### src/verilog/sedo_map.svh
// Register offsets, field positions, codes and reset values of the servo enable block.
`ifndef SEDO_MAP_SVH
`define SEDO_MAP_SVH

// ----------------------------------------------------------------------------
// Register byte offsets
// ----------------------------------------------------------------------------
`define SEDO_ADDR_W          4
`define SEDO_ADDR_CTRL       4'h0
`define SEDO_ADDR_STATUS     4'h4
`define SEDO_ADDR_THRESH     4'h8

// ----------------------------------------------------------------------------
// Control register fields
// ----------------------------------------------------------------------------
`define SEDO_CTRL_ROUTE_LSB  0
`define SEDO_CTRL_ROUTE_MSB  3
`define SEDO_CTRL_DIR_BIT    4
`define SEDO_CTRL_CLAMP_BIT  5
`define SEDO_CTRL_ARST_BIT   8

// ----------------------------------------------------------------------------
// Servo-on routing codes and reset values
// ----------------------------------------------------------------------------
`define SEDO_ROUTE_PIN       4'h0
`define SEDO_ROUTE_FORCED    4'h9
`define SEDO_ROUTE_RST       4'h0
`define SEDO_THRESH_RST      16'h0010
`define SEDO_THRESH_W        16
`define SEDO_WORD_ZERO       32'h0000_0000
`define SEDO_CMD_ZERO        16'h0000

// ----------------------------------------------------------------------------
// Status register bits
// ----------------------------------------------------------------------------
`define SEDO_STAT_ENERGIZED  0
`define SEDO_STAT_OT_FWD     1
`define SEDO_STAT_OT_REV     2
`define SEDO_STAT_BRAKE_ON   3
`define SEDO_STAT_CLAMP      4
`define SEDO_STAT_BBLOCK     5
`define SEDO_STAT_FAULT      6
`define SEDO_STAT_STILL      7
`define SEDO_STAT_REQ        8

`endif

### src/verilog/sedo_pkg.sv
// Types shared by the servo enable, direction and overtravel block.
`include "sedo_map.svh"

package sedo_pkg;

    // ------------------------------------------------------------------------
    // Energize state machine
    // ------------------------------------------------------------------------
    typedef enum logic [1:0] {
        SEDO_ST_OFF   = 2'b00,
        SEDO_ST_ON    = 2'b01,
        SEDO_ST_FAULT = 2'b10
    } sedo_state_t;

    // ------------------------------------------------------------------------
    // Software configuration
    // ------------------------------------------------------------------------
    typedef struct packed {
        logic [3:0] route;
        logic       dir_cw;
        logic       ot_clamp;
    } sedo_cfg_t;

    // ------------------------------------------------------------------------
    // Complete state of the top module
    // ------------------------------------------------------------------------
    typedef struct packed {
        sedo_state_t                st;
        sedo_cfg_t                  cfg;
        logic [`SEDO_THRESH_W-1:0]  thresh;
        logic                       arst;
        logic                       wait_n;
        logic [31:0]                rdata;
        logic                       motor_en;
        logic signed [15:0]         drive_cmd;
        logic                       brake_rel;
        logic                       clamp;
        logic                       bblock;
        logic                       pulse_a;
        logic                       pulse_b;
    } sedo_regs_t;

endpackage

### src/verilog/sedo_sync.sv
// Two-stage synchroniser for a bundle of asynchronous input pins.
`timescale 1ns/1ps

module sedo_sync #(
    parameter int W = 8
) (
    // Clock and reset
    input  wire logic         clock_i,
    input  wire logic         rst_n_i,
    // Pins and synchronised copy
    input  wire logic [W-1:0] async_i,
    output logic      [W-1:0] sync_o
);

    typedef struct packed {
        logic [W-1:0] meta;
        logic [W-1:0] stable;
    } sedo_sync_t;

    sedo_sync_t q;
    sedo_sync_t q_nxt;

    // The first stage feeds only the second stage.
    always_comb begin
        q_nxt        = q;
        q_nxt.meta   = async_i;
        q_nxt.stable = q.meta;
    end

    always_ff @(posedge clock_i or negedge rst_n_i) begin
        if (!rst_n_i) begin
            q <= '0;
        end else begin
            q <= q_nxt;
        end
    end

    assign sync_o = q.stable;

endmodule

### src/verilog/sedo_top.sv
// Servo enable, rotation direction and overtravel control with an Avalon-MM register slave.
//
// Functional notes
// - Servo-on active energizes the motor; inactive keeps it unpowered and undriven.
// - Routing field can take servo-on from any general input terminal.
// - Energize is refused while the motor rotates; only granted at standstill.
// - Routing value 0 uses the servo-on pin; value 9 forces servo-on active.
// - Forced mode energizes as soon as main power is present and the shaft is at rest.
// - Forced mode returns to energized after an alarm reset clears a fault.
// - Direction field 0 maps positive command to COUNTERCLOCKWISE, 1 to CW.
// - Divided pulse phase relation is unchanged by the direction field.
// - Forward limit blocks forward motion, reverse limit blocks reverse motion.
// - After an overtravel stop without clamp the drive enters base block.
// - Brake output stays applied while in the overtravel state.
// - Stop-state field 1 holds a zero clamp instead of base block.
// - Motion opposite to a blocked direction is still accepted.
// - Limit input ON permits motion; OFF signals overtravel on that side.
//
// The Avalon-MM slave port and the register addresses were left to the implementer.
`timescale 1ns/1ps
`include "sedo_map.svh"

module sedo_top #(
    parameter int NUM_TERMS = 8
) (
    // Clock and reset
    input  wire logic                    clock_i,
    input  wire logic                    rst_n_i,
    // Avalon-MM register slave
    input  wire logic [`SEDO_ADDR_W-1:0] avs_address_i,
    input  wire logic                    avs_read_i,
    input  wire logic                    avs_write_i,
    input  wire logic [31:0]             avs_writedata_i,
    input  wire logic [3:0]              avs_byteenable_i,
    output logic      [31:0]             avs_readdata_o,
    output logic                         avs_waitrequest_o,
    // Input pins, asynchronous
    input  wire logic                    servo_on_n_i,
    input  wire logic [NUM_TERMS-1:0]    input_terms_n_i,
    input  wire logic                    forward_limit_in_i,
    input  wire logic                    reverse_limit_in_i,
    input  wire logic                    main_power_i,
    input  wire logic                    enc_a_i,
    input  wire logic                    enc_b_i,
    // Internal drive signals, same clock
    input  wire logic                    alarm_i,
    input  wire logic signed [15:0]      motor_speed_i,
    input  wire logic signed [15:0]      cmd_i,
    // Drive outputs
    output logic                         motor_enable_o,
    output logic signed [15:0]           drive_cmd_o,
    output logic                         brake_release_out_o,
    output logic                         zero_clamp_o,
    output logic                         base_block_o,
    output logic                         divided_pulse_a_o,
    output logic                         divided_pulse_b_o
);

    // ------------------------------------------------------------------------
    // Helper functions
    // ------------------------------------------------------------------------
    function automatic logic [15:0] abs16(input logic signed [15:0] v);
        logic [15:0] r;
        r = v[15] ? 16'(-v) : 16'(v);
        return r;
    endfunction

    // Saturating negation so that the most negative value cannot wrap.
    function automatic logic signed [15:0] neg16(input logic signed [15:0] v);
        logic signed [15:0] r;
        r = (v == 16'sh8000) ? 16'sh7fff : 16'(-v);
        return r;
    endfunction

    function automatic logic route_select(input logic [3:0] route,
                                          input logic son_n,
                                          input logic [NUM_TERMS-1:0] terms_n);
        logic r;
        r = 1'b0;
        if (route == `SEDO_ROUTE_PIN) begin
            r = ~son_n;
        end else if (route == `SEDO_ROUTE_FORCED) begin
            r = 1'b1;
        end else if (int'(route) <= NUM_TERMS) begin
            r = ~terms_n[int'(route) - 1];
        end
        return r;
    endfunction

    // ------------------------------------------------------------------------
    // Pin synchronisation
    // ------------------------------------------------------------------------
    localparam int SYNC_W = NUM_TERMS + 6;

    logic [SYNC_W-1:0]    sync_w;
    logic                 s_son_n;
    logic [NUM_TERMS-1:0] s_terms_n;
    logic                 s_fwd_ok;
    logic                 s_rev_ok;
    logic                 s_power;
    logic                 s_enc_a;
    logic                 s_enc_b;

    sedo_sync #(
        .W (SYNC_W)
    ) u_sync (
        .clock_i (clock_i),
        .rst_n_i (rst_n_i),
        .async_i ({servo_on_n_i, input_terms_n_i, forward_limit_in_i,
                   reverse_limit_in_i, main_power_i, enc_a_i, enc_b_i}),
        .sync_o  (sync_w)
    );

    assign {s_son_n, s_terms_n, s_fwd_ok, s_rev_ok, s_power, s_enc_a, s_enc_b} = sync_w;

    // ------------------------------------------------------------------------
    // State
    // ------------------------------------------------------------------------
    sedo_pkg::sedo_regs_t q;
    sedo_pkg::sedo_regs_t q_nxt;

    logic                 req_w;
    logic                 still_w;
    logic                 ot_fwd_w;
    logic                 ot_rev_w;
    logic                 opp_w;
    logic                 blocked_w;
    logic                 ot_stop_w;
    logic                 energized_w;
    logic signed [15:0]   cmd_gated_w;
    logic                 acc_w;
    logic                 start_w;
    logic [31:0]          status_w;

    always_comb begin
        q_nxt       = q;
        req_w       = route_select(q.cfg.route, s_son_n, s_terms_n);
        still_w     = abs16(motor_speed_i) <= q.thresh;
        ot_fwd_w    = ~s_fwd_ok;
        ot_rev_w    = ~s_rev_ok;
        blocked_w   = (ot_fwd_w && cmd_i > 0) || (ot_rev_w && cmd_i < 0);
        opp_w       = (ot_fwd_w && cmd_i < 0) || (ot_rev_w && cmd_i > 0);
        cmd_gated_w = blocked_w ? 16'sh0000 : cmd_i;
        acc_w       = (avs_read_i || avs_write_i) && q.wait_n;
        start_w     = (avs_read_i || avs_write_i) && !q.wait_n;
        q_nxt.arst  = 1'b0;

        // --------------------------------------------------------------------
        // Energize state machine
        // --------------------------------------------------------------------
        unique case (q.st)
            sedo_pkg::SEDO_ST_OFF: begin
                // Forced mode makes the request constant, so power-up alone
                // energizes once the shaft is at rest.
                if (alarm_i) begin
                    q_nxt.st = sedo_pkg::SEDO_ST_FAULT;
                end else if (req_w && s_power && still_w) begin
                    q_nxt.st = sedo_pkg::SEDO_ST_ON;
                end
            end
            sedo_pkg::SEDO_ST_ON: begin
                if (alarm_i) begin
                    q_nxt.st = sedo_pkg::SEDO_ST_FAULT;
                end else if (!req_w || !s_power) begin
                    q_nxt.st = sedo_pkg::SEDO_ST_OFF;
                end
            end
            sedo_pkg::SEDO_ST_FAULT: begin
                // Reset returns to OFF; in forced mode OFF re-energizes.
                if (q.arst && !alarm_i) begin
                    q_nxt.st = sedo_pkg::SEDO_ST_OFF;
                end
            end
            default: begin
                q_nxt.st = sedo_pkg::SEDO_ST_OFF;
            end
        endcase

        // --------------------------------------------------------------------
        // Motor side outputs
        // --------------------------------------------------------------------
        energized_w     = q_nxt.st == sedo_pkg::SEDO_ST_ON;
        ot_stop_w       = energized_w && (ot_fwd_w || ot_rev_w) && still_w && !opp_w;
        q_nxt.clamp     = ot_stop_w && q.cfg.ot_clamp;
        q_nxt.bblock    = ot_stop_w && !q.cfg.ot_clamp;
        q_nxt.motor_en  = energized_w && !q_nxt.bblock;
        q_nxt.brake_rel = energized_w && !(ot_fwd_w || ot_rev_w);
        if (!energized_w || q_nxt.clamp || q_nxt.bblock) begin
            q_nxt.drive_cmd = `SEDO_CMD_ZERO;
        end else begin
            // Direction field 1 negates the command sign; field 0 passes the command unchanged.
            q_nxt.drive_cmd = q.cfg.dir_cw ? neg16(cmd_gated_w) : cmd_gated_w;
        end
        // Swapping channels cancels the reversed shaft rotation seen by the
        // encoder, so the lead phase still follows the command sign.
        q_nxt.pulse_a = q.cfg.dir_cw ? s_enc_b : s_enc_a;
        q_nxt.pulse_b = q.cfg.dir_cw ? s_enc_a : s_enc_b;

        // --------------------------------------------------------------------
        // Avalon-MM slave: one wait cycle, then the answer
        // --------------------------------------------------------------------
        status_w = `SEDO_WORD_ZERO;
        status_w[`SEDO_STAT_ENERGIZED] = q.st == sedo_pkg::SEDO_ST_ON;
        status_w[`SEDO_STAT_OT_FWD]    = ot_fwd_w;
        status_w[`SEDO_STAT_OT_REV]    = ot_rev_w;
        status_w[`SEDO_STAT_BRAKE_ON]  = ~q.brake_rel;
        status_w[`SEDO_STAT_CLAMP]     = q.clamp;
        status_w[`SEDO_STAT_BBLOCK]    = q.bblock;
        status_w[`SEDO_STAT_FAULT]     = q.st == sedo_pkg::SEDO_ST_FAULT;
        status_w[`SEDO_STAT_STILL]     = still_w;
        status_w[`SEDO_STAT_REQ]       = req_w;

        // Read data are captured at the edge that first sees the request, so
        // they stand while waitrequest is low; writes commit at that later edge.
        q_nxt.wait_n = start_w;
        q_nxt.rdata  = `SEDO_WORD_ZERO;
        if (start_w && avs_read_i) begin
            unique case (avs_address_i)
                `SEDO_ADDR_CTRL: begin
                    q_nxt.rdata[`SEDO_CTRL_ROUTE_MSB:`SEDO_CTRL_ROUTE_LSB] = q.cfg.route;
                    q_nxt.rdata[`SEDO_CTRL_DIR_BIT]   = q.cfg.dir_cw;
                    q_nxt.rdata[`SEDO_CTRL_CLAMP_BIT] = q.cfg.ot_clamp;
                end
                `SEDO_ADDR_STATUS: begin
                    q_nxt.rdata = status_w;
                end
                `SEDO_ADDR_THRESH: begin
                    q_nxt.rdata[`SEDO_THRESH_W-1:0] = q.thresh;
                end
                default: begin
                    q_nxt.rdata = `SEDO_WORD_ZERO;
                end
            endcase
        end
        if (acc_w && avs_write_i) begin
            if (avs_address_i == `SEDO_ADDR_CTRL) begin
                if (avs_byteenable_i[0]) begin
                    q_nxt.cfg.route    =
                        avs_writedata_i[`SEDO_CTRL_ROUTE_MSB:`SEDO_CTRL_ROUTE_LSB];
                    q_nxt.cfg.dir_cw   = avs_writedata_i[`SEDO_CTRL_DIR_BIT];
                    q_nxt.cfg.ot_clamp = avs_writedata_i[`SEDO_CTRL_CLAMP_BIT];
                end
                if (avs_byteenable_i[1]) begin
                    q_nxt.arst = avs_writedata_i[`SEDO_CTRL_ARST_BIT];
                end
            end else if (avs_address_i == `SEDO_ADDR_THRESH) begin
                if (avs_byteenable_i[0]) begin
                    q_nxt.thresh[7:0] = avs_writedata_i[7:0];
                end
                if (avs_byteenable_i[1]) begin
                    q_nxt.thresh[15:8] = avs_writedata_i[15:8];
                end
            end
        end
    end

    always_ff @(posedge clock_i or negedge rst_n_i) begin
        if (!rst_n_i) begin
            q            <= '0;
            q.st         <= sedo_pkg::SEDO_ST_OFF;
            q.cfg.route  <= `SEDO_ROUTE_RST;
            q.thresh     <= `SEDO_THRESH_RST;
        end else begin
            q <= q_nxt;
        end
    end

    // ------------------------------------------------------------------------
    // Outputs
    // ------------------------------------------------------------------------
    assign avs_readdata_o      = q.rdata;
    assign avs_waitrequest_o   = ~q.wait_n;
    assign motor_enable_o      = q.motor_en;
    assign drive_cmd_o         = q.drive_cmd;
    assign brake_release_out_o = q.brake_rel;
    assign zero_clamp_o        = q.clamp;
    assign base_block_o        = q.bblock;
    assign divided_pulse_a_o   = q.pulse_a;
    assign divided_pulse_b_o   = q.pulse_b;
endmodule

### config.mk
export PLATFORM = sky130hd
export DESIGN_NAME = sedo_top
export DESIGN_NICKNAME = d
export VERILOG_FILES = /design/src/verilog/sedo_pkg.sv /design/src/verilog/sedo_sync.sv /design/src/verilog/sedo_top.sv
export VERILOG_INCLUDE_DIRS = /design/src /design/src/verilog
export SDC_FILE = /design/constraint.sdc
export NUM_CORES = 1
export LEC_CHECK = 0
export BUFFER_PORTS_ARGS = -buffer_cell sky130_fd_sc_hd__buf_2
export CAP_MARGIN = 10
export CORE_UTILIZATION = 55
export DETAILED_ROUTE_END_ITERATION = 6
export GPL_ROUTABILITY_DRIVEN = 0
export PLACE_DENSITY = 0.88
export SYNTH_ARGS = -nofsm -noshare
export SYNTH_HDL_FRONTEND = slang
export SYNTH_SLANG_ARGS = --single-unit
### constraint.sdc
create_clock -name clock_i -period 7.2 [get_ports clock_i]
set_input_delay 0.36 -clock clock_i [delete_from_list [all_inputs] [get_ports clock_i]]
set_output_delay 0.36 -clock clock_i [all_outputs]
set_load 0.005 [all_outputs]
---- Word level (Yosys, flattened, before mapping) ----
Cells that the tools add are included.
word-level totals
  input port bits ......................... 91
  flip-flop bits (word level) ............. 108
  output and inout port bits .............. 55
operators by class
  reductions and logical operators ........ 40
  multiplexer cells ....................... 25
  $add $sub $neg .......................... 3
  bitwise operators ....................... 7
  equality and inequality tests ........... 7
  order comparisons ....................... 5
operator list
  kind                  count
  $mux 16               6
  $neg 16->16           2
  $pmux 10 s2           1
  $logic_and 1x1->1     18
  $pmux 6 s3            1
  $eq 16x16->1 const B  1
  $gt 16x1->1 const B   1
  $le 16x16->1          1
  $lt 16x1->1 const B   1
  $mux 1                10
  $mux 2                5
  $logic_not 1->1       9
  $eq 4x4->1 const B    2
  $logic_not 4->1       2
  $reduce_and 4->1      2
  $logic_or 1x1->1      7
  $not 1->1             7
  $pmux 2 s3            1
  $lt 5x5->1 const B    1
  $sub 4x1->5 const B   1
  $eq 2x1->1 const B    2
  $eq 4x3->1 const B    1
  $le 4x4->1 const B    1
  $bmux 1 s3            1
  3 further kinds       3

---- Logic depth before layout (Yosys ltp) ----
Gate-level depths: netlist of the first run.
  depth in word-level cells ............... 21
  mapped depth ............................ 14
  gate-level depth less buffers ........... 13

---- Hierarchy ----
From an unflattened synthesis of the first run, not the netlist that was laid out.
unflattened totals
  cells, all modules ...................... 501
  area total of the unflattened synthesis .. 5027.3 µm²
by module, submodules not included
  module     sequential area each (µm²)  instances  cells each  area an instance (µm²)
  sedo_top   1602.8                      1          459         4221.5
  sedo_sync  700.7                       1          42          805.8

---- Least setup slack after synthesis of the first run ----
OpenSTA, ideal clock, no wires.
  path type ............................... in2reg
  from .................................... input motor_speed_i[3]
  to ...................................... register q (netlist bit base_block_o)
  data arrival time ....................... 2.944 ns
  cell stages on the path ................. 12
  slack ................................... 4.176 ns
  setup time .............................. 0.080 ns
  path buffers ............................ 1
  cell sequence ........................... nor4_1 nand3_1 o31ai_1 xnor2_1 ha_1 a211oi_1 o21bai_1 a2111oi_0 and3_1 o21a_1 buf_4 nor3b_2
RTL lines
  what                  RTL line         RTL
  from (decl)           sedo_top.sv:47   input wire logic signed [15:0] motor_speed_i,
  to (signal assigned)  sedo_top.sv:264  q <= q_nxt;
  to (decl)             sedo_top.sv:119  sedo_pkg::sedo_regs_t q;

==> results of run 1 <==
-- path summary, 6_finish.rpt --
path	start	end	slack [ns]
worst max-delay path	motor_speed_i[3]	base_block_o	3.67
worst min-delay path	input_terms_n_i[6]	u_sync.q[25]	0.10
worst max register to register	q[74]	drive_cmd_o[14]	4.51
worst min register to register	u_sync.q[24]	u_sync.sync_o[10]	0.35
max in group asynchronous	rst_n_i	q[60]	6.15
min in group asynchronous	rst_n_i	drive_cmd_o[6]	0.40
-- area by class of cell --
class,count,area [um2],area share (%)
Sequential cell,92,2300,41.7
Tap cell,108,135,2.45
Multi-Input combinational cell,322,2140,38.7
Clock inverter,6,93.8,1.70
Clock buffer,10,138,2.49
Inverter,29,109,1.97
Timing Repair Buffer,115,611,11.0
-- cell usage in the layout, fill, tap and decap left out, types with 7 or more instances in the layout --
cell type,instances
a21oi_1,23
conb_1,16
nor3_1,13
inv_1,29
xnor2_1,20
nor2_1,30
ha_1,21
dfrtp_1,91
o21ai_0,33
nand3_1,7
buf_2,110
mux2i_1,9
nand2_1,53
clkbuf_8,10
-- power groups by stage --
stage               clock network, mW  registers [mW]  logic, mW
floorplan                           0           0.577      0.181
global placement                    0           0.587      0.231
detailed placement                  0           0.588      0.247
CTS                             0.400           0.578      0.249
global route                    0.423           0.584      0.283
finish                          0.393           0.580      0.252
-- cells in the mapped netlist (2+ instances only) --
cell type / number
a311oi_2: 4
a22oi_1: 2
nand4_1: 4
a21boi_0: 6
clkbuf_1: 7
a32oi_1: 2
nor4_1: 6
nand2_1: 53
a21o_1: 5
o41ai_1: 5
o21ai_0: 33
a211oi_1: 4
mux4_2: 2
or3_1: 3
o21ai_2: 3
nor3_1: 13
nor2b_1: 3
buf_4: 53
dfrtp_1: 91
nand2b_1: 6
nor3b_1: 2
o31ai_1: 4
ha_1: 21
a21oi_1: 23
nand3_1: 7
inv_1: 29
mux2_2: 6
nor2_1: 30
o21ai_1: 2
mux2i_1: 9
and3_1: 4
buf_2: 2
xnor2_1: 20
nor3b_2: 2
-- through the flow --
| step | worst slack [ns] | instances | utilization (%) | hold WS, ns |
|---|---|---|---|---|
| after global routing | 3.49 | 682 | 63.4 | 0.0783 |
| after detailed placement | 3.33 | 664 | 60.3 | 0.335 |
| after global placement | 3.50 | 664 | 60.3 | 0.333 |
| after CTS | 3.70 | 680 | 62.9 | 0.0895 |
| final | 3.67 | 682 | 63.4 | 0.102 |
| after floorplan | 4.18 | 509 | - | 0.0644 |
-- critical path: stages --
cell and delay [ns]:
buf_2 0.13, nor4_1 0.53, nand3_1 0.21, o31ai_1 0.29, xnor2_1 0.18, ha_1 0.27, a211oi_1 0.24, o21bai_1 0.13
a2111oi_0 0.42, and3_1 0.29, o21a_1 0.49, nor3b_2 0.26
-- cells by family (layout without fill, tap and decap cells) --
| family | Yosys count | in the layout |
|---|---|---|
| muxes | 17 | 17 |
| buffers and inverters | 95 | 160 |
| DFF | 92 | 92 |
| and+or+nand+nor | 142 | 142 |
| xor gates and xnor gates | 20 | 20 |
| other | 1 | 16 |
| AOI/OAI and AO/OA | 106 | 106 |
| adders and majority gates | 21 | 21 |
-- sequential cells by signal, indices dropped and copies added (netlist names) --
register	count
q	26
u_sync.sync_o	14
avs_readdata_o	16
base_block_o	1
motor_enable_o	1
divided_pulse_a_o	1
divided_pulse_b_o	1
zero_clamp_o	1
drive_cmd_o	16
u_sync.q	14
brake_release_out_o	1
-- metal layers --
layer	vias up	track usage [%]	share of wire (%)
li1	1798	-	-
met1	1804	29.3	41
met2	160	38.1	50
met3	33	5.13	6.5
met4	0	10.9	2.6
met5	-	0	0
==> out/results.ini, run 1 <==
[worst_setup_path]
crit_arrival_ns = 3.81
crit_required_ns = 7.48
cp-end-kind = flip-flop
crit_path_start_kind = input pin
critPathMaxFanout = 11
worstRegToRegCells = 9
path_class = input pin to flip-flop

[hold_path]
hp-class = input pin to flip-flop
whs_path_depth = 1

[clock_network]
clock_sinks = 92
clk_pin_slew_ns = 0.09
htree_num_levels = 3
cts_tree = built
postCtsHoldBufs = 0
cts_buffers = 9
clock_latency_ns = 0.36
clock_path_buffers = 2
post_cts_resized = 0
cts_setup_buffers = 0
cts-root-buf = clkbuf_8

[pwr]
power.switching_uw = 356
internal_power_uw = 868
p_clk_share_pct = 32.1
swShare_pct = 29.1
p_leak_nw = 2.70
power_frac_comb_pct = 20.6
total_power_mw = 1.22
p_per_area_nw_per_um2 = 222
p_seq_share_pct = 47.3
ir_drop_mv = 0.173

[global_route]
grt_pass1_vias = 3739
grt_overflow = 0
antenna_found_initial = 0
grt_pass1_wl_um = 17300
grt_use_total_pct = 23.2
grt_max_degree = 93

[floorplan]
ios = 146
coreArea_um2 = 8720
die-area_um2 = 9410
fp.dieH_um = 97.0
start_util_pct = 56.9
die_w_um = 97.0
rows = 34

[routing]
wl_per_cell_um = 15.2
drt-total-wl_um = 10300
drc = 0
ant_nets = 0
dr.pass1.iters = 5
viasPerCell = 5.56
vias = 3795
drtIter0Drc = 270

[timing]
finalSetupViolations = 0
worst_pin_slew_ns = 0.836
finalHoldViolCount = 0
tns_ns = 0
rsz0062_at_grt = no
slew_viol_final = 0
min_period_ns = 3.53
finClkSkew_ns = 0.0110
clock.fmax_ghz = 0.283
period_share_pct = 49.0
relSlewSlack_pct = 44.3

[logic_synthesis]
yosys_warnings = 0
yosysSeqAreaShare_pct = 46.4
yosys.area_share.simple_pct = 14.3
syn_inst = 494
synth_top_area_share_pct = 45.9
ys_async_sr_fraction_pct = 100
ys_top_cells_by_area = dfrtp_1 (46%), buf_4 (8.0%), ha_1 (5.3%)
avgSynthCellArea_um2 = 10.0
synth-adder-area-share_pct = 5.30
ys_types = 62
ys_seq_elements = 92
syn_area_um2 = 4960
synth-xor-area-share_pct = 3.53
synth_flop_cell = dfrtp_1
synth.largest_area_cell = dfrtp_1
synth_mux_area_share_pct = 4.08
synth_compound_area_share_pct = 14.7
synth_edf_count = 0
synth_top_family_by_area = compound AO/OA/AOI/OAI gates

[layout]
syn_to_final_growth_pct = 11.4
nets = 681
layout-drive-gt1-share_pct = 27.2
fill_cells = 684
diodes = 0
final_area_um2 = 5530

[placed_design]
io_buffers = 111
place_area_um2 = 5260
hpwl_um = 7690

[outcome]
outcome = complete, no violations

[run]
max_cap_violations = 0

(Power assumes the default switching activity.)
==> inputs of run 2 (changes only) <==
--- a/config.mk
+++ b/config.mk
@@ -8,10 +8,10 @@
 export LEC_CHECK = 0
 export BUFFER_PORTS_ARGS = -buffer_cell sky130_fd_sc_hd__buf_2
 export CAP_MARGIN = 10
-export CORE_UTILIZATION = 55
+export CORE_UTILIZATION = 52
 export DETAILED_ROUTE_END_ITERATION = 6
 export GPL_ROUTABILITY_DRIVEN = 0
-export PLACE_DENSITY = 0.88
+export PLACE_DENSITY = 0.84
 export SYNTH_ARGS = -nofsm -noshare
 export SYNTH_HDL_FRONTEND = slang
 export SYNTH_SLANG_ARGS = --single-unit
==> constraint.sdc (replaced) <==
create_clock -name clock_i -period 3.65 [get_ports clock_i]
set_input_delay 0.1825 -clock clock_i [delete_from_list [all_inputs] [get_ports clock_i]]
set_output_delay 0.1825 -clock clock_i [all_outputs]
set_load 0.005 [all_outputs]
==> out/results.ini, run 2 (synthesis results as in run 1) <==
[worst_setup_path]
crit_arrival_ns = 3.31  ; -0.50 ns
crit_chain = buf_2, nor4_1, buf_4, nand3_1, o31ai_1, xnor2_1, ha_1, a211oi_1, o21bai_1, a2111oi_0, and3_1, o31ai_4, buf_4, nor4_1
cp-end-kind = flip-flop
crit_required_ns = 3.90  ; -3.58 ns
path_class = input pin to flip-flop
slowest_stage = a2111oi_0
critPathMaxFanout = 21  ; +10
max_stage_delay_ns = 0.38  ; -0.15 ns
crit_buf_inv = 3  ; +2
cp_top_family = compound AO/OA/AOI/OAI gates
crit_path_start_kind = input pin

[layout]
layout_commonest_cell = buf_2
fin_util_pct = 61.6  ; -1.8 points
largest-register = q
fill_cells = 753  ; +10%
syn_to_final_growth_pct = 14.6
final_cell_mix = buf_2 (110), dfrtp_1 (91), nand2_1 (53)
final_cell_count_no_fill = 718  ; +5.3%
largest_reg_flops = 26  ; unchanged
layout-drive-gt1-share_pct = 26.7  ; -0.52 points
diodes = 0  ; unchanged
multi_input_area_um2 = 2150  ; +0.41%
register_area_um2 = 2300  ; unchanged
nets = 697  ; +2.3%

[global_route]
grt_max_degree = 72  ; -23%
antenna_found_initial = 0  ; unchanged
grt_pass1_vias = 3773  ; +0.91%
grt_pass1_wl_um = 17500  ; +1.4%
grt_overflow = 0  ; unchanged
grt_use_total_pct = 22.7  ; -0.49 points

[routing]
ant_nets = 0  ; unchanged
drtIter0Drc = 163  ; -40%
wl_per_cell_um = 14.9  ; -1.6%
drt-total-wl_um = 10700  ; +3.6%
drc = 0  ; unchanged
vias = 3854  ; +1.6%
viasPerCell = 5.37  ; -3.5%
dr.pass1.iters = 4  ; -1

[timing]
relSlewSlack_pct = 42.0  ; -2.3 points
period_share_pct = 83.9
finClkSkew_ns = 0.0139  ; +0.00294 ns
slew_viol_final = 0  ; unchanged
clock.fmax_ghz = 0.327
rsz0062_at_grt = no
min_period_ns = 3.06
tns_ns = 0  ; unchanged
finalHoldViolCount = 0  ; unchanged
setup_ws_ns = 0.587  ; -3.09 ns
worst_pin_slew_ns = 0.870  ; +0.0338 ns
hold_ws_ns = 0.0238  ; -0.0787 ns
finalSetupViolations = 0  ; unchanged

[clock_network]
post_cts_resized = 0  ; unchanged
clock_latency_ns = 0.37  ; about the same
cts_setup_buffers = 0  ; unchanged
htree_num_levels = 3  ; unchanged
clk_pin_slew_ns = 0.09  ; about the same
clock_sinks = 92  ; unchanged
cts_buffers = 9  ; unchanged
postCtsHoldBufs = 15  ; +15
cts-root-buf = clkbuf_8
cts_tree = built
clock_path_buffers = 2  ; unchanged

[placed_design]
dp_slack_ns = 0.242  ; -3.08 ns
io_buffers = 111  ; unchanged
hpwl_um = 7870  ; +2.4%
post-place-cells = 688  ; +3.6%

[floorplan]
start_util_pct = 53.7  ; -3.2 points
coreArea_um2 = 9240  ; +6.0%
die_w_um = 99.7  ; +2.8%
ios = 146  ; unchanged
fp.dieH_um = 99.7  ; +2.8%
rows = 35  ; +2.9%
die-area_um2 = 9940  ; +5.6%

[run]
max_cap_violations = 0  ; unchanged

[hold_path]
hp-class = input pin to flip-flop

[pwr]
ir_drop_mv = 0.247  ; +43%
p_leak_nw = 2.76  ; +2.1%
p_per_area_nw_per_um2 = 426  ; +92%

[outcome]
outcome = complete, no violations

[run 2: changes by cell type in the layout (fill, tap and decap cells not counted), sizes merged]
cell,previous run,this run
inv,31,30
buf,114,116
dlygate4sd3,1,15
[run 2: per-stage QoR]
step                cell area, um2  power, mW
floorplan                     5020       1.49
global placement              5320       1.62
detailed placement            5320       1.65
CTS                           5690       2.43
global route                  5690       2.55
finish                        5690       2.42
[run 2: final timing paths]
kind / start / endpoint / slack [ns] / cells past startpoint
max: motor_speed_i[3] / drive_cmd_o[14] / 0.59 / 14
min: avs_writedata_i[9] / q[65] / 0.02 / 3
max reg2reg: q[74] / drive_cmd_o[8] / 0.94 / 9
min reg2reg: u_sync.q[18] / u_sync.sync_o[4] / 0.34 / 0
max in group asynchronous: rst_n_i / u_sync.q[26] / 2.40 / 3
min in group asynchronous: rst_n_i / u_sync.sync_o[1] / 0.47 / 2
[run 2: cell type report]
| cell class | instances | share of cell area [%] |
|---|---|---|
| inverter | 29 | 1.91 |
| sequential | 92 | 40.5 |
| clock buffer | 10 | 2.42 |
| multi-input combinational | 322 | 37.7 |
| timing repair buffer | 131 | 13.1 |
| clock inverter | 5 | 1.50 |
| tap | 129 | 2.84 |
[run 2: worst reg2reg max path: stages, from the launching register on]
cell and delay [ns]:
dfrtp_1 0.42, inv_1 0.21, ha_1 0.35, mux2i_1 0.17, mux4_2 0.50, a221oi_2 0.33, nor3_1 0.13, o31ai_4 0.07
buf_4 0.30, a311oi_2 0.09
[run 2: power by group]
part	leakage, nW	switching (mW)	internal, mW
clock	0.109	0.366	0.404
combinational	1.51	0.289	0.220
sequential	1.14	0.0522	1.09
[run 2: routing by layer]
metal / GRT usage (%) / up-vias / share of wire (%)
li1: - / 1822 / -
met1: 29.3 / 1861 / 42
met2: 36.5 / 142 / 49
met3: 4.85 / 29 / 6.0
met4: 11.1 / 0 / 2.8
met5: 0 / - / 0
==> inputs of run 3 (changes only) <==
==> constraint.sdc (replaced) <==
create_clock -name clock_i -period 2.9 [get_ports clock_i]
set_input_delay 0.145 -clock clock_i [delete_from_list [all_inputs] [get_ports clock_i]]
set_output_delay 0.145 -clock clock_i [all_outputs]
set_load 0.005 [all_outputs]
==> out/results.ini, run 3 (synthesis results as in run 1) <==
[outcome]
outcome = finished with violations
failed_checks = hold timing

[layout]
final_cell_mix = buf_2 (110), dfrtp_1 (91), nand2_1 (53)
nets = 719  ; +3.2%
fill_cells = 720  ; -4.4%
final_area_um2 = 5870  ; +3.2%
layout-drive-gt1-share_pct = 29.5  ; +2.9 points
largest-register = q
layout_commonest_cell = buf_2
final_cell_count_no_fill = 739  ; +2.9%
diodes = 0  ; unchanged
syn_to_final_growth_pct = 18.3
largest_reg_flops = 26  ; unchanged

[timing]
rsz0062_at_grt = no
period_share_pct = 93.3
finalSetupViolations = 0  ; unchanged
tns_ns = 0  ; unchanged
worst_pin_slew_ns = 0.867  ; -0.00286 ns
slew_viol_final = 0  ; unchanged
finClkSkew_ns = 0.0157  ; +0.00176 ns
finalHoldViolCount = 1  ; +1
hold_ws_ns = -0.000938  ; -0.0247 ns
clock.fmax_ghz = 0.370
min_period_ns = 2.71
relSlewSlack_pct = 42.2  ; +0.19 points

[hold_path]
min_from = avs_writedata_i[12]
whs_path_depth = 3  ; unchanged
hp-class = input pin to flip-flop
holdPathEnd = q[68]

[clock_network]
cts_buffers = 9  ; unchanged
cts_tree = built
clock_sinks = 92  ; unchanged
clk_pin_slew_ns = 0.09  ; about the same
htree_num_levels = 3  ; unchanged
cts-root-buf = clkbuf_8
clock_latency_ns = 0.36  ; about the same
clock_path_buffers = 2  ; unchanged

[placed_design]
io_buffers = 111  ; unchanged
place_area_um2 = 5470  ; +2.9%
post-place-cells = 705  ; +2.5%
hpwl_um = 7990  ; +1.5%

[pwr]
p_per_area_nw_per_um2 = 493  ; +16%
ir_drop_mv = 0.318  ; +29%
p_leak_nw = 2.85  ; +3.5%

[floorplan]
start_util_pct = 53.7  ; unchanged
die-area_um2 = 9940  ; unchanged
rows = 35  ; unchanged
die_w_um = 99.7  ; unchanged
fp.dieH_um = 99.7  ; unchanged
ios = 146  ; unchanged
coreArea_um2 = 9240  ; unchanged

[worst_setup_path]
worstReg2RegEnd = drive_cmd_o[14]
crit_path_start_kind = input pin
critPathMaxFanout = 21  ; unchanged
crit_arrival_ns = 2.95  ; -0.36 ns
r2r_start = q[75]
cp-end-kind = flip-flop
path_class = input pin to flip-flop
r2r_slack_ns = 0.41  ; -0.53 ns
crit_required_ns = 3.15  ; -0.75 ns
worstRegToRegCells = 9  ; unchanged

[routing]
wl_per_cell_um = 15.0  ; +0.34%
drtIter0Drc = 263  ; +61%
vias = 4010  ; +4.0%
drt-total-wl_um = 11100  ; +3.3%
viasPerCell = 5.43  ; +1.1%
drc = 0  ; unchanged
dr.pass1.iters = 5  ; +1
ant_nets = 0  ; unchanged

[global_route]
grt_use_total_pct = 23.3  ; +0.54 points
grt_pass1_wl_um = 18100  ; +3.4%
grt_overflow = 0  ; unchanged
grt_pass1_vias = 3884  ; +2.9%
grt_max_degree = 71  ; -1.4%
antenna_found_initial = 0  ; unchanged

[run]
max_cap_violations = 0  ; unchanged

## run 3: cell types whose count changed in the layout (fill, tap and decap cells not counted), moves of 2 or more
cell | previous run | this run
nor4_1 | 6 | 4
bufinv_16 | 2 | 0
dlygate4sd3_1 | 15 | 19
buf_4 | 6 | 22
buf_12 | 0 | 2
## run 3: worst max path at each step
stage               slack [ns]             start  cells past startpoint         endpoint
global placement         -0.14  motor_speed_i[3]                     13  drive_cmd_o[14]
finish                    0.19  motor_speed_i[0]                     15  drive_cmd_o[14]
detailed placement       -0.30  motor_speed_i[3]                     13  drive_cmd_o[14]
floorplan                 0.09  motor_speed_i[3]                     12     base_block_o
global route              0.01  motor_speed_i[3]                     14  drive_cmd_o[14]
CTS                       0.07  motor_speed_i[3]                     13  drive_cmd_o[14]
## run 3: metal layers
metal	routed length (um)	global-route usage [%]
met4	403	10.7
met2	5420	37.9
met3	794	4.78
met1	4450	29.9
met5	0	0
## run 3: per-stage QoR
stage          util (%)  setup WS, ns  hold WS [ns]  total power, mW
2_1_floorplan         -        0.0914        -0.151             1.88
3_3_place_gp       59.2        -0.143         0.253             2.07
3_5_place_dp       59.2        -0.296         0.254             2.11
4_1_cts            63.0        0.0652      0.000480             2.87
5_1_grt            63.5        0.0102        0.0203             3.04
6_report           63.5         0.195     -0.000938             2.89
## run 3: power breakdown
group          internal (mW)  leakage [nW]  total [mW]  switching (mW)
Combinational          0.313          1.63       0.695           0.382
Sequential              1.37          1.14        1.44          0.0688
Clock                  0.308        0.0819       0.757           0.449
Total                   1.99          2.85        2.89           0.899
## run 3: layout make-up
type                            count  area, um2  share of cell area [%]
Clock buffer                        9        124                    2.11
Clock inverter                      5       38.8                   0.661
Inverter                           29        109                    1.85
Multi-Input combinational cell    322       2190                    37.3
Sequential cell                    92       2300                    39.2
Tap cell                          129        161                    2.75
Timing Repair Buffer              153        946                    16.1
## run 3: timing repair
item | CTS | global route
gates resized for setup | 0 | 8
endpoints found under the hold margin | 85 | 0
setup buffers | 0 | 1
hold buffers | 19 | 0
setup endpoints to repair | 0 | 20
## run 3: critical path: stages
cell and delay (ns):
buf_2 0.11, inv_1 0.07, ha_1 0.17, nor2b_1 0.20
nand2_1 0.10, o41ai_2 0.27, xnor2_1 0.12, ha_1 0.31
nand4_1 0.15, or3_1 0.42, mux2i_1 0.15, buf_4 0.16
o31ai_4 0.06, buf_12 0.18, nor4_1 0.31
